`src/pkg/line_timing_regs.vh`:
```
// offsets, reset values and field layout of the line timing registers
`ifndef LINE_TIMING_REGS_VH
`define LINE_TIMING_REGS_VH

// ---------------------------------------------------------------
// sub-addresses
// ---------------------------------------------------------------
`define SYNC_OUT_START_LOW_ADDR       8'h0C
`define SYNC_OUT_START_HIGH_ADDR      8'h0D
`define SYNC_OUT_END_LOW_ADDR         8'h0E
`define SYNC_OUT_END_HIGH_ADDR        8'h0F
`define PLL_LOOP_FILTER_ADJUST_ADDR   8'h10
`define SYNC_DETECT_WINDOW_ADDR       8'h11
`define RESTORE_GATE_START_LOW_ADDR   8'h12
`define RESTORE_GATE_START_HIGH_ADDR  8'h13
`define RESTORE_GATE_END_LOW_ADDR     8'h14
`define RESTORE_GATE_END_HIGH_ADDR    8'h15

// ---------------------------------------------------------------
// reset values
// ---------------------------------------------------------------
`define SYNC_OUT_START_LOW_RST        8'h3B
`define SYNC_OUT_START_HIGH_RST       2'h3
`define SYNC_OUT_END_LOW_RST          8'h20
`define SYNC_OUT_END_HIGH_RST         2'h0
`define PLL_LOOP_FILTER_ADJUST_RST    8'h00
`define SYNC_DETECT_WINDOW_RST        8'hDD
`define RESTORE_GATE_START_LOW_RST    8'h3F
`define RESTORE_GATE_START_HIGH_RST   2'h0
`define RESTORE_GATE_END_LOW_RST      8'h52
`define RESTORE_GATE_END_HIGH_RST     2'h0

// ---------------------------------------------------------------
// field layout of the upper-byte registers
// ---------------------------------------------------------------
`define HIGH_FIELD_MSB                1
`define HIGH_FIELD_LSB                0
`define HIGH_UNUSED_WIDTH             6
`define UNMAPPED_READ_VALUE           8'h00

`endif

```
`src/core/line_timing_config_regs.v`:
```
// line timing configuration registers with sync and restore pulses
//
// Behaviour
// - sync pulse start, 10 bits at 0x0C/0x0D
// - sync pulse end, 10 bits at 0x0E/0x0F
// - upper bits 15-10 ignore writes, read zero
// - start delay resets to 0x3B and 0x03
// - end delay resets to 0x20 and 0x00
// - loop filter adjust at 0x10, reset 0x00
// - detect window at 0x11, reset 0xDD
// - sync outside window counted as missing
// - restore gate start 0x12/0x13, reset 0x3F
// - restore gate end 0x14/0x15, reset 0x52
// - sync output driven only when enable set
`timescale 1ns/1ps
`include "line_timing_regs.vh"
module line_timing_config_regs #(
  parameter POS_WIDTH = 10,
  parameter CNT_WIDTH = 8
) (
  // clock and reset
  input  wire                 core_clk,
  input  wire                 reset,
  // sub-address register port
  input  wire [7:0]           reg_addr,
  input  wire [7:0]           reg_wdata,
  input  wire                 reg_wr,
  input  wire                 reg_rd,
  output reg  [7:0]           reg_rdata_q,
  output reg                  reg_rvalid_q,
  // line-lock timing inputs
  input  wire                 line_start,
  input  wire                 pixel_en,
  input  wire                 sync_detect,
  input  wire                 output_drive_enable,
  // horizontal sync pin, active low
  output reg                  hsync_n_out_q,
  output reg                  hsync_n_oe_n_q,
  // internal timing outputs
  output reg                  black_level_restore_gate_q,
  output reg  [7:0]           pll_loop_filter_adjust_q,
  output reg  [7:0]           sync_window_q,
  output reg                  missing_sync_q,
  output reg  [CNT_WIDTH-1:0] missing_sync_count_q
);

  // ---------------------------------------------------------------
  // register storage
  // ---------------------------------------------------------------
  reg [7:0]           sync_out_start_low_q;
  reg [1:0]           sync_out_start_high_q;
  reg [7:0]           sync_out_end_low_q;
  reg [1:0]           sync_out_end_high_q;
  reg [7:0]           restore_gate_start_low_q;
  reg [1:0]           restore_gate_start_high_q;
  reg [7:0]           restore_gate_end_low_q;
  reg [1:0]           restore_gate_end_high_q;

  // ---------------------------------------------------------------
  // working copies and line position
  // ---------------------------------------------------------------
  reg [POS_WIDTH-1:0] sync_start_act_q;
  reg [POS_WIDTH-1:0] sync_end_act_q;
  reg [POS_WIDTH-1:0] gate_start_act_q;
  reg [POS_WIDTH-1:0] gate_end_act_q;
  reg [POS_WIDTH-1:0] position_q;
  reg                 position_valid_q;
  reg [7:0]           read_d;

  wire                hsync_pulse;
  wire                gate_pulse;

  // joins a low byte and the two upper bits into one value
  function [POS_WIDTH-1:0] join10;
    input [7:0] low;
    input [1:0] high;
    begin
      join10 = {high, low};
    end
  endfunction

  // presents two upper bits in a byte with unused bits zero
  function [7:0] high_byte;
    input [1:0] high;
    begin
      high_byte = {{`HIGH_UNUSED_WIDTH{1'b0}}, high};
    end
  endfunction

  // ---------------------------------------------------------------
  // register writes
  // ---------------------------------------------------------------
  // byte writes by sub-address
  always @(posedge core_clk) begin
    if (reset) begin
      sync_out_start_low_q      <= `SYNC_OUT_START_LOW_RST;
      sync_out_start_high_q     <= `SYNC_OUT_START_HIGH_RST;
      sync_out_end_low_q        <= `SYNC_OUT_END_LOW_RST;
      sync_out_end_high_q       <= `SYNC_OUT_END_HIGH_RST;
      pll_loop_filter_adjust_q  <= `PLL_LOOP_FILTER_ADJUST_RST;
      sync_window_q             <= `SYNC_DETECT_WINDOW_RST;
      restore_gate_start_low_q  <= `RESTORE_GATE_START_LOW_RST;
      restore_gate_start_high_q <= `RESTORE_GATE_START_HIGH_RST;
      restore_gate_end_low_q    <= `RESTORE_GATE_END_LOW_RST;
      restore_gate_end_high_q   <= `RESTORE_GATE_END_HIGH_RST;
    end else if (reg_wr) begin
      case (reg_addr)
        `SYNC_OUT_START_LOW_ADDR: begin
          sync_out_start_low_q <= reg_wdata;
        end
        `SYNC_OUT_START_HIGH_ADDR: begin
          sync_out_start_high_q <=
            reg_wdata[`HIGH_FIELD_MSB:`HIGH_FIELD_LSB];
        end
        `SYNC_OUT_END_LOW_ADDR: begin
          sync_out_end_low_q <= reg_wdata;
        end
        `SYNC_OUT_END_HIGH_ADDR: begin
          sync_out_end_high_q <=
            reg_wdata[`HIGH_FIELD_MSB:`HIGH_FIELD_LSB];
        end
        `PLL_LOOP_FILTER_ADJUST_ADDR: begin
          pll_loop_filter_adjust_q <= reg_wdata;
        end
        `SYNC_DETECT_WINDOW_ADDR: begin
          sync_window_q <= reg_wdata;
        end
        `RESTORE_GATE_START_LOW_ADDR: begin
          restore_gate_start_low_q <= reg_wdata;
        end
        `RESTORE_GATE_START_HIGH_ADDR: begin
          restore_gate_start_high_q <=
            reg_wdata[`HIGH_FIELD_MSB:`HIGH_FIELD_LSB];
        end
        `RESTORE_GATE_END_LOW_ADDR: begin
          restore_gate_end_low_q <= reg_wdata;
        end
        `RESTORE_GATE_END_HIGH_ADDR: begin
          restore_gate_end_high_q <=
            reg_wdata[`HIGH_FIELD_MSB:`HIGH_FIELD_LSB];
        end
        default: begin
        end
      endcase
    end
  end

  // ---------------------------------------------------------------
  // register reads
  // ---------------------------------------------------------------
  // read multiplexer, unmapped addresses read zero
  always @* begin
    case (reg_addr)
      `SYNC_OUT_START_LOW_ADDR:      read_d = sync_out_start_low_q;
      `SYNC_OUT_START_HIGH_ADDR:     read_d =
        high_byte(sync_out_start_high_q);
      `SYNC_OUT_END_LOW_ADDR:        read_d = sync_out_end_low_q;
      `SYNC_OUT_END_HIGH_ADDR:       read_d =
        high_byte(sync_out_end_high_q);
      `PLL_LOOP_FILTER_ADJUST_ADDR:  read_d = pll_loop_filter_adjust_q;
      `SYNC_DETECT_WINDOW_ADDR:      read_d = sync_window_q;
      `RESTORE_GATE_START_LOW_ADDR:  read_d = restore_gate_start_low_q;
      `RESTORE_GATE_START_HIGH_ADDR: read_d =
        high_byte(restore_gate_start_high_q);
      `RESTORE_GATE_END_LOW_ADDR:    read_d = restore_gate_end_low_q;
      `RESTORE_GATE_END_HIGH_ADDR:   read_d =
        high_byte(restore_gate_end_high_q);
      default:                       read_d = `UNMAPPED_READ_VALUE;
    endcase
  end

  // read data held until the next read
  always @(posedge core_clk) begin
    if (reset) begin
      reg_rdata_q  <= 8'h00;
      reg_rvalid_q <= 1'b0;
    end else begin
      reg_rvalid_q <= reg_rd;
      if (reg_rd) begin
        reg_rdata_q <= read_d;
      end
    end
  end

  // ---------------------------------------------------------------
  // working copies and horizontal position
  // ---------------------------------------------------------------
  // load whole values at line start
  // a byte written mid-line waits for the next line boundary
  always @(posedge core_clk) begin
    if (reset) begin
      sync_start_act_q <= join10(`SYNC_OUT_START_LOW_RST,
                                 `SYNC_OUT_START_HIGH_RST);
      sync_end_act_q   <= join10(`SYNC_OUT_END_LOW_RST,
                                 `SYNC_OUT_END_HIGH_RST);
      gate_start_act_q <= join10(`RESTORE_GATE_START_LOW_RST,
                                 `RESTORE_GATE_START_HIGH_RST);
      gate_end_act_q   <= join10(`RESTORE_GATE_END_LOW_RST,
                                 `RESTORE_GATE_END_HIGH_RST);
    end else if (line_start) begin
      sync_start_act_q <= join10(sync_out_start_low_q,
                                 sync_out_start_high_q);
      sync_end_act_q   <= join10(sync_out_end_low_q,
                                 sync_out_end_high_q);
      gate_start_act_q <= join10(restore_gate_start_low_q,
                                 restore_gate_start_high_q);
      gate_end_act_q   <= join10(restore_gate_end_low_q,
                                 restore_gate_end_high_q);
    end
  end

  // position counter locked to line start
  // counter holds at its top so it never wraps within a line
  always @(posedge core_clk) begin
    if (reset) begin
      position_q       <= {POS_WIDTH{1'b0}};
      position_valid_q <= 1'b0;
    end else if (line_start) begin
      position_q       <= {POS_WIDTH{1'b0}};
      position_valid_q <= 1'b1;
    end else if (pixel_en && position_q != {POS_WIDTH{1'b1}}) begin
      position_q       <= position_q + 1'b1;
      position_valid_q <= 1'b1;
    end else begin
      position_valid_q <= 1'b0;
    end
  end

  // ---------------------------------------------------------------
  // timed pulses
  // ---------------------------------------------------------------
  timed_pulse #(
    .POS_WIDTH      (POS_WIDTH)
  ) u_sync_pulse (
    .core_clk       (core_clk),
    .reset          (reset),
    .position       (position_q),
    .position_valid (position_valid_q),
    .start_value    (sync_start_act_q),
    .end_value      (sync_end_act_q),
    .pulse_q        (hsync_pulse)
  );

  timed_pulse #(
    .POS_WIDTH      (POS_WIDTH)
  ) u_gate_pulse (
    .core_clk       (core_clk),
    .reset          (reset),
    .position       (position_q),
    .position_valid (position_valid_q),
    .start_value    (gate_start_act_q),
    .end_value      (gate_end_act_q),
    .pulse_q        (gate_pulse)
  );

  // ---------------------------------------------------------------
  // outputs and missing sync detection
  // ---------------------------------------------------------------
  // pin drive, restore gate and missing sync count
  always @(posedge core_clk) begin
    if (reset) begin
      hsync_n_out_q              <= 1'b1;
      hsync_n_oe_n_q             <= 1'b1;
      black_level_restore_gate_q <= 1'b0;
      missing_sync_q             <= 1'b0;
      missing_sync_count_q       <= {CNT_WIDTH{1'b0}};
    end else begin
      hsync_n_out_q              <= ~hsync_pulse;
      // pin released while enable is low
      hsync_n_oe_n_q             <= ~output_drive_enable;
      black_level_restore_gate_q <= gate_pulse;
      missing_sync_q <= sync_detect &&
                        (position_q >= {2'b00, sync_window_q});
      if (sync_detect && position_q >= {2'b00, sync_window_q}) begin
        if (missing_sync_count_q != {CNT_WIDTH{1'b1}}) begin
          missing_sync_count_q <= missing_sync_count_q + 1'b1;
        end
      end else if (sync_detect) begin
        missing_sync_count_q <= {CNT_WIDTH{1'b0}};
      end
    end
  end

endmodule

```
`src/core/timed_pulse.v`:
```
// one timed pulse set and cleared by horizontal position compare
`timescale 1ns/1ps
module timed_pulse #(
  parameter POS_WIDTH = 10
) (
  // clock and reset
  input  wire                 core_clk,
  input  wire                 reset,
  // position and programmed edges
  input  wire [POS_WIDTH-1:0] position,
  input  wire                 position_valid,
  input  wire [POS_WIDTH-1:0] start_value,
  input  wire [POS_WIDTH-1:0] end_value,
  // pulse
  output reg                  pulse_q
);

  reg pulse_d;

  // compare against start and end
  // end wins when both match so a zero-width pulse stays low
  always @* begin
    pulse_d = pulse_q;
    if (position_valid) begin
      if (position == end_value) begin
        pulse_d = 1'b0;
      end else if (position == start_value) begin
        pulse_d = 1'b1;
      end
    end
  end

  // pulse flop
  always @(posedge core_clk) begin
    if (reset) begin
      pulse_q <= 1'b0;
    end else begin
      pulse_q <= pulse_d;
    end
  end

endmodule

```
`config.mk`:
```
export PLATFORM = sky130hd
export DESIGN_NAME = line_timing_config_regs
export DESIGN_NICKNAME = d
export VERILOG_FILES = /design/src/core/line_timing_config_regs.v /design/src/core/timed_pulse.v
export VERILOG_INCLUDE_DIRS = /design/src /design/src/pkg
export SDC_FILE = /design/constraint.sdc
export NUM_CORES = 1
export LEC_CHECK = 0
export ABC_CLOCK_PERIOD_IN_PS = 2100
export BUFFER_PORTS_ARGS = -buffer_cell sky130_fd_sc_hd__buf_2
export CAP_MARGIN = 10
export CELL_PAD_IN_SITES_DETAIL_PLACEMENT = 1
export CELL_PAD_IN_SITES_GLOBAL_PLACEMENT = 1
export CORE_ASPECT_RATIO = 1.75
export CORE_MARGIN = 8
export CORE_UTILIZATION = 41
export DETAILED_ROUTE_END_ITERATION = 10
export GPL_TIMING_DRIVEN = 0
export PLACE_DENSITY = 0.76
export SLEW_MARGIN = 20
export SYNTH_ARGS = -nofsm -noshare
export SYNTH_HDL_FRONTEND = slang
export SYNTH_SLANG_ARGS = --single-unit
```
`constraint.sdc`:
```
create_clock -name core_clk -period 2.1 [get_ports core_clk]
set_input_delay 0.42 -clock core_clk [delete_from_list [all_inputs] [get_ports core_clk]]
set_output_delay 0.42 -clock core_clk [all_outputs]
set_load 0.02 [all_outputs]
```
# Yosys cells after proc, flatten, opt, wreduce, memory -nomap -nowiden
# Index checks and enable logic that the tools add are counted.
[totals]
wordCells = 76
in_bits = 24
register_bits = 130
[op_classes]
addsub = 2
reduce_logical = 19
n_eq_ne = 17
muxes = 10
bitwise = 2
magnitude_cmp = 1
[op_table]
columns = ["operator", "count"]
rows = [
  ["$pmux 8 s10", 1],
  ["$eq 8x5->1 const B", 6],
  ["$eq 10x10->1", 4],
  ["$eq 8x4->1 const B", 4],
  ["$reduce_and 2->1", 13],
  ["$mux 8", 3],
  ["$add 10x1->10 const B", 1],
  ["$ge 10x8->1", 1],
  ["$ne 10x10->1 const B", 1],
  ["$add 8x1->8 const B", 1],
  ["$ne 8x8->1 const B", 1],
  ["$mux 1", 6],
  ["$reduce_bool 2->1", 3],
  ["$logic_and 1x1->1", 2],
  ["$ne 2x1->1 const B", 1],
  ["$not 1->1", 2],
  ["$reduce_or 2->1", 1],
]

# Logic depth before layout (Yosys ltp)
[logic_depth]
depth_word = 4
mapped_depth = 8

# By module
# From an unflattened synthesis, not the netlist that was laid out.
[hier_totals]
cells_unflattened = 648
area_unflattened_um2 = 6088.3
[by_module_without_submodules]
columns = ["mod", "cells_each", "area_each_um2", "seq_area_each_um2", "instances"]
rows = [
  ["line_timing_config_regs", 588, 5567.8, 2562.5, 1],
  ["timed_pulse", 30, 260.2, 20.0, 2],
]

# Worst setup path before layout
# OpenSTA, ideal clock, no wires.
[synth_timing]
path_type = "flip-flop to flip-flop"
start = "register position_q[0]"
end = "register missing_sync_count_q[0]"
stages_incl_launch_ff = 9
slack_ns = -0.081
setup_time_ns = 0.088
period_less_slack_ns = 2.181
arrival_time_ns = 2.094
required_time_ns = 2.012
path_cell_list = "dfxtp_1 > clkbuf_1 > inv_1 > ha_1 > nand2b_1 > a21oi_1 > o311ai_0 > o21ai_1 > o31ai_1"
[synth_between]
elab_chain_len = 4
elab_cells_between_ends = 6
[synth_lines]
columns = ["element", "line", "rtl"]
rows = [
  ["start, declared", "line_timing_config_regs.v:66", "reg [POS_WIDTH-1:0] position_q;"],
  ["start signal, assigned", "line_timing_config_regs.v:216", "position_q <= {POS_WIDTH{1'b0}};"],
  ["start signal, assigned", "line_timing_config_regs.v:219", "position_q <= {POS_WIDTH{1'b0}};"],
  ["start signal, assigned", "line_timing_config_regs.v:222", "position_q <= position_q + 1'b1;"],
  ["$ge 10x8->1 (*)", "line_timing_config_regs.v:274", "if (sync_detect && position_q >= {2'b00, sync_window_q}) begin"],
  ["$logic_and 1x1->1 (*)", "line_timing_config_regs.v:274", ""],
  ["$ne 2x1->1 (no line) or $reduce_bool 2->1 (tied branches)", "--", ""],
  ["$reduce_and 2->1 (no line)", "--", ""],
  ["end signal, assigned", "line_timing_config_regs.v:266", "missing_sync_count_q <= {CNT_WIDTH{1'b0}};"],
  ["end signal, assigned", "line_timing_config_regs.v:276", "missing_sync_count_q <= missing_sync_count_q + 1'b1;"],
  ["end signal, assigned", "line_timing_config_regs.v:279", "missing_sync_count_q <= {CNT_WIDTH{1'b0}};"],
  ["end, declared", "line_timing_config_regs.v:44", "output reg [CNT_WIDTH-1:0] missing_sync_count_q"],
]
# Every way passes the cells marked *; elsewhere a longest branch is shown, timed or not.
# A chain may end at the register's enable or synchronous reset.

# Worst setup path after layout
# Ends and elaborated chain as after synthesis.

==> flow_summary_export.csv <==
group,metric,value,unit
synthesis,synthSimpleGateAreaFrac,18.21,%
placement,gp_congestion,0.9409,
critical_path,timing_worst_setup_path_type,"register to register",
critical_path,critPathArrivalTime,2.27,ns
cells_and_area,nets,753,
synthesis,synth-main-ff-cell,"dfxtp_1",
grt,grt_pass1_wl,31.88,mm
clocking,clockBufferDepth,2,
clocking,htreeDepth,4,
die,die_y,175.0,µm
die,fp.dieW,106.9,µm
timing,max_freq,504.5,MHz
die,rows,58,
timing,finalSetupViolations,0,
synthesis,netlist_area,5922,µm²
synthesis,synth-compound-area-share,11.94,%
grt,grt_pass1_vias,5807,
drt,vias,5167,
cells_and_area,antenna_cells,0,
synthesis,avgSynthCellArea,9.196,µm²
drt,viasPerCell,5.666,
synthesis,synth_edf_count,0,
timing,maxSlewHeadroom,37.28,%
cells_and_area,fillers,1701,
placement,dp_hpwl,15.75,mm
placement,portBuffers,56,
critical_path,crit_fanout,8,
pwr,irDropWorstVdd,0.0005464,V
synthesis,synth_cell_types,48,
drt,dr.pass1.iters,4,
drt,wl_per_cell,22.55,µm
grt,gr-usage-all-layers,22.40,%
status,status,"finished clean",
synthesis,synth_fa_ha_area_share,2.113,%
clocking,clk_pin_slew,0.06,ns
timing,slew_violations,0,
synthesis,synth_top_family_by_area,"simple AND/OR/NAND/NOR gates",
die,io_pins,61,
timing,hold_violations,0,
grt,grt_start_max_net_pins,17,
critical_path,end_kind,"register",
flow_run,max-cap-violations,0,
drt,drt_iter0_markers,277,
die,core_area,14220,µm²
timing,clock_skew,0.007133,ns
synthesis,ys_ff_latch,130,
grt,antenna_found_initial,0,
placement,place_inst,880,
clocking,clock-sinks,130,
cells_and_area,final_cell_mix,"dfxtp_1 (130), nor2_1 (93), buf_2 (61)",
clocking,clk_latency,0.42,ns
timing,worstMarginPinSlew,0.9328,ns
synthesis,synth.area.mux_share,12.13,%
cells_and_area,fin_cells,912,
clocking,postCtsHoldBufs,0,
synthesis,synthArstFlopShare,0,%
clocking,cts_tree,"done",
cells_and_area,layout_commonest_cell,"dfxtp_1",
clocking,root_buffer,"clkbuf_16",
cells_and_area,drive_above_1_share,16.39,%
hold_path,hold_class,"input pin to register",
timing,rsz0062_at_grt,"no",
die,start_util,41.63,%
drt,post-route-drc-count,0,
die,die_area,18700,µm²
drt,wl,20.57,mm
critical_path,critPathLaunchType,"register",
cells_and_area,syn_to_final_growth,19.33,%
synthesis,synth-xor-area-share,7.395,%
synthesis,yosysWarnings,0,
pwr,p_leak,2.933,nW
drt,detail-route-antenna-nets,0,
synthesis,syn_nets,678,
clocking,cts_buffers,17,
critical_path,critPathRequiredTime,2.39,ns
cells_and_area,utilization,49.68,%
synthesis,ys_seq_area_share,43.95,%
timing,timing.final.crit_share,94.39,%
timing,layout_min_cycle_time,1.982,ns
grt,grt-ovfl-total,0,
synthesis,synthCells,644,
pwr,p_per_area,808.9,nW/µm²
## path summary, 6_finish.rpt
kind,start,end,slack [ns],cells after the start
hold / removal,output_drive_enable,hsync_n_oe_n_q$_SDFF_PP1_,0.16,2
setup reg to reg,position_q[0]$_SDFFE_PP0P_,missing_sync_count_q[0]$_SDFFE_PP0P_,0.12,8
setup / recovery,position_q[0]$_SDFFE_PP0P_,missing_sync_count_q[0]$_SDFFE_PP0P_,0.12,8
hold reg to reg,u_sync_pulse.pulse_q$_SDFFE_PP0P_,hsync_n_out_q$_SDFF_PP1_,0.40,1
## state kept, by name, summed over array words and instances, names as in the netlist, 2 cells and up
register                   count
sync_out_start_low_q           8
sync_end_act_q                10
missing_sync_count_q           8
reg_rdata_q                    8
gate_start_act_q              10
restore_gate_start_low_q       8
gate_end_act_q                10
restore_gate_end_low_q         8
restore_gate_end_high_q        2
sync_window_q                  8
pll_loop_filter_adjust_q       8
sync_start_act_q              10
restore_gate_start_high_q      2
sync_out_end_low_q             8
position_q                    10
sync_out_end_high_q            2
sync_out_start_high_q          2
## metal layers
metal  routed length, µm  global-route usage (%)
met1                7331                   20.89
met3                 719                   4.353
met5                   0                       0
met2               11240                   42.27
met4                1274                   14.87
## stage by stage
step	power (mW)	setup TNS [ns]	hold slack, ns	setup slack [ns]	instance area, µm²
after floorplan	2.745	0	0.3701	0.02777	5922
after global placement	2.861	-19.10	0.3899	-0.4879	6427
after detailed placement	2.871	-24.54	0.3872	-0.6338	6427
after CTS	5.744	0	0.1607	0.001555	7059
after global routing	5.885	0	0.1743	0.005096	7067
final	5.717	0	0.1649	0.1179	7067
## power breakdown
part | internal [mW] | total (mW) | switching (mW) | leakage (nW)
clock network | 1.66 | 2.89 | 1.23 | 0.274
logic | 0.110 | 0.318 | 0.208 | 1.61
registers | 2.49 | 2.51 | 0.0179 | 1.05
## Yosys cell counts, types with 6 or more instances
cell / instances / share of area, %
nor3_1: 8 / 0.68
nand2_1: 43 / 2.7
nand3_1: 13 / 1.1
inv_1: 21 / 1.3
o21ai_0: 18 / 1.5
ha_1: 10 / 2.1
nor2b_1: 19 / 2.0
and3_1: 8 / 0.85
nand4_1: 15 / 1.6
a21oi_1: 19 / 1.6
xor2_1: 6 / 0.89
nor2_1: 93 / 5.9
mux2_2: 6 / 1.1
clkbuf_1: 36 / 2.3
mux2i_1: 56 / 9.5
dfxtp_1: 130 / 44
a211o_1: 35 / 5.2
xnor2_1: 44 / 6.5
## critical path: stages (launching register included)
cell and delay, ns:
dfxtp_1 0.34, clkbuf_4 0.21, inv_1 0.09, ha_1 0.26, nand2b_1 0.15, a21oi_2 0.25, o311ai_4 0.15, o21ai_4 0.29
o31ai_1 0.12
## what timing repair did
item,in CTS,in global routing
setup buffers,1,0
pin swaps,2,2
setup endpoints to repair,34,25
gates resized for setup,12,6
## final cells by class
class                   instances  area [µm²]  area share, %
multi-input cells             450        3104          43.93
flip-flops and latches        130        2603          36.83
clock buffers                  17       425.4          6.020
repair buffers                 57       300.3          4.249
well taps                     180       225.2          3.187
plain buffers                  42       182.7          2.585
clock inverters                15       147.6          2.089
inverters                      21       78.83          1.115
## logic make-up after synthesis
logic type,after synthesis
muxes,66
buffers and inverters,64
xor gates and xnor gates,50
adders and majority gates,10
DFF,130
and+or+nand+nor,225
AOI/OAI and AO/OA,99
Note: power is estimated with default switching activity, not from simulation.
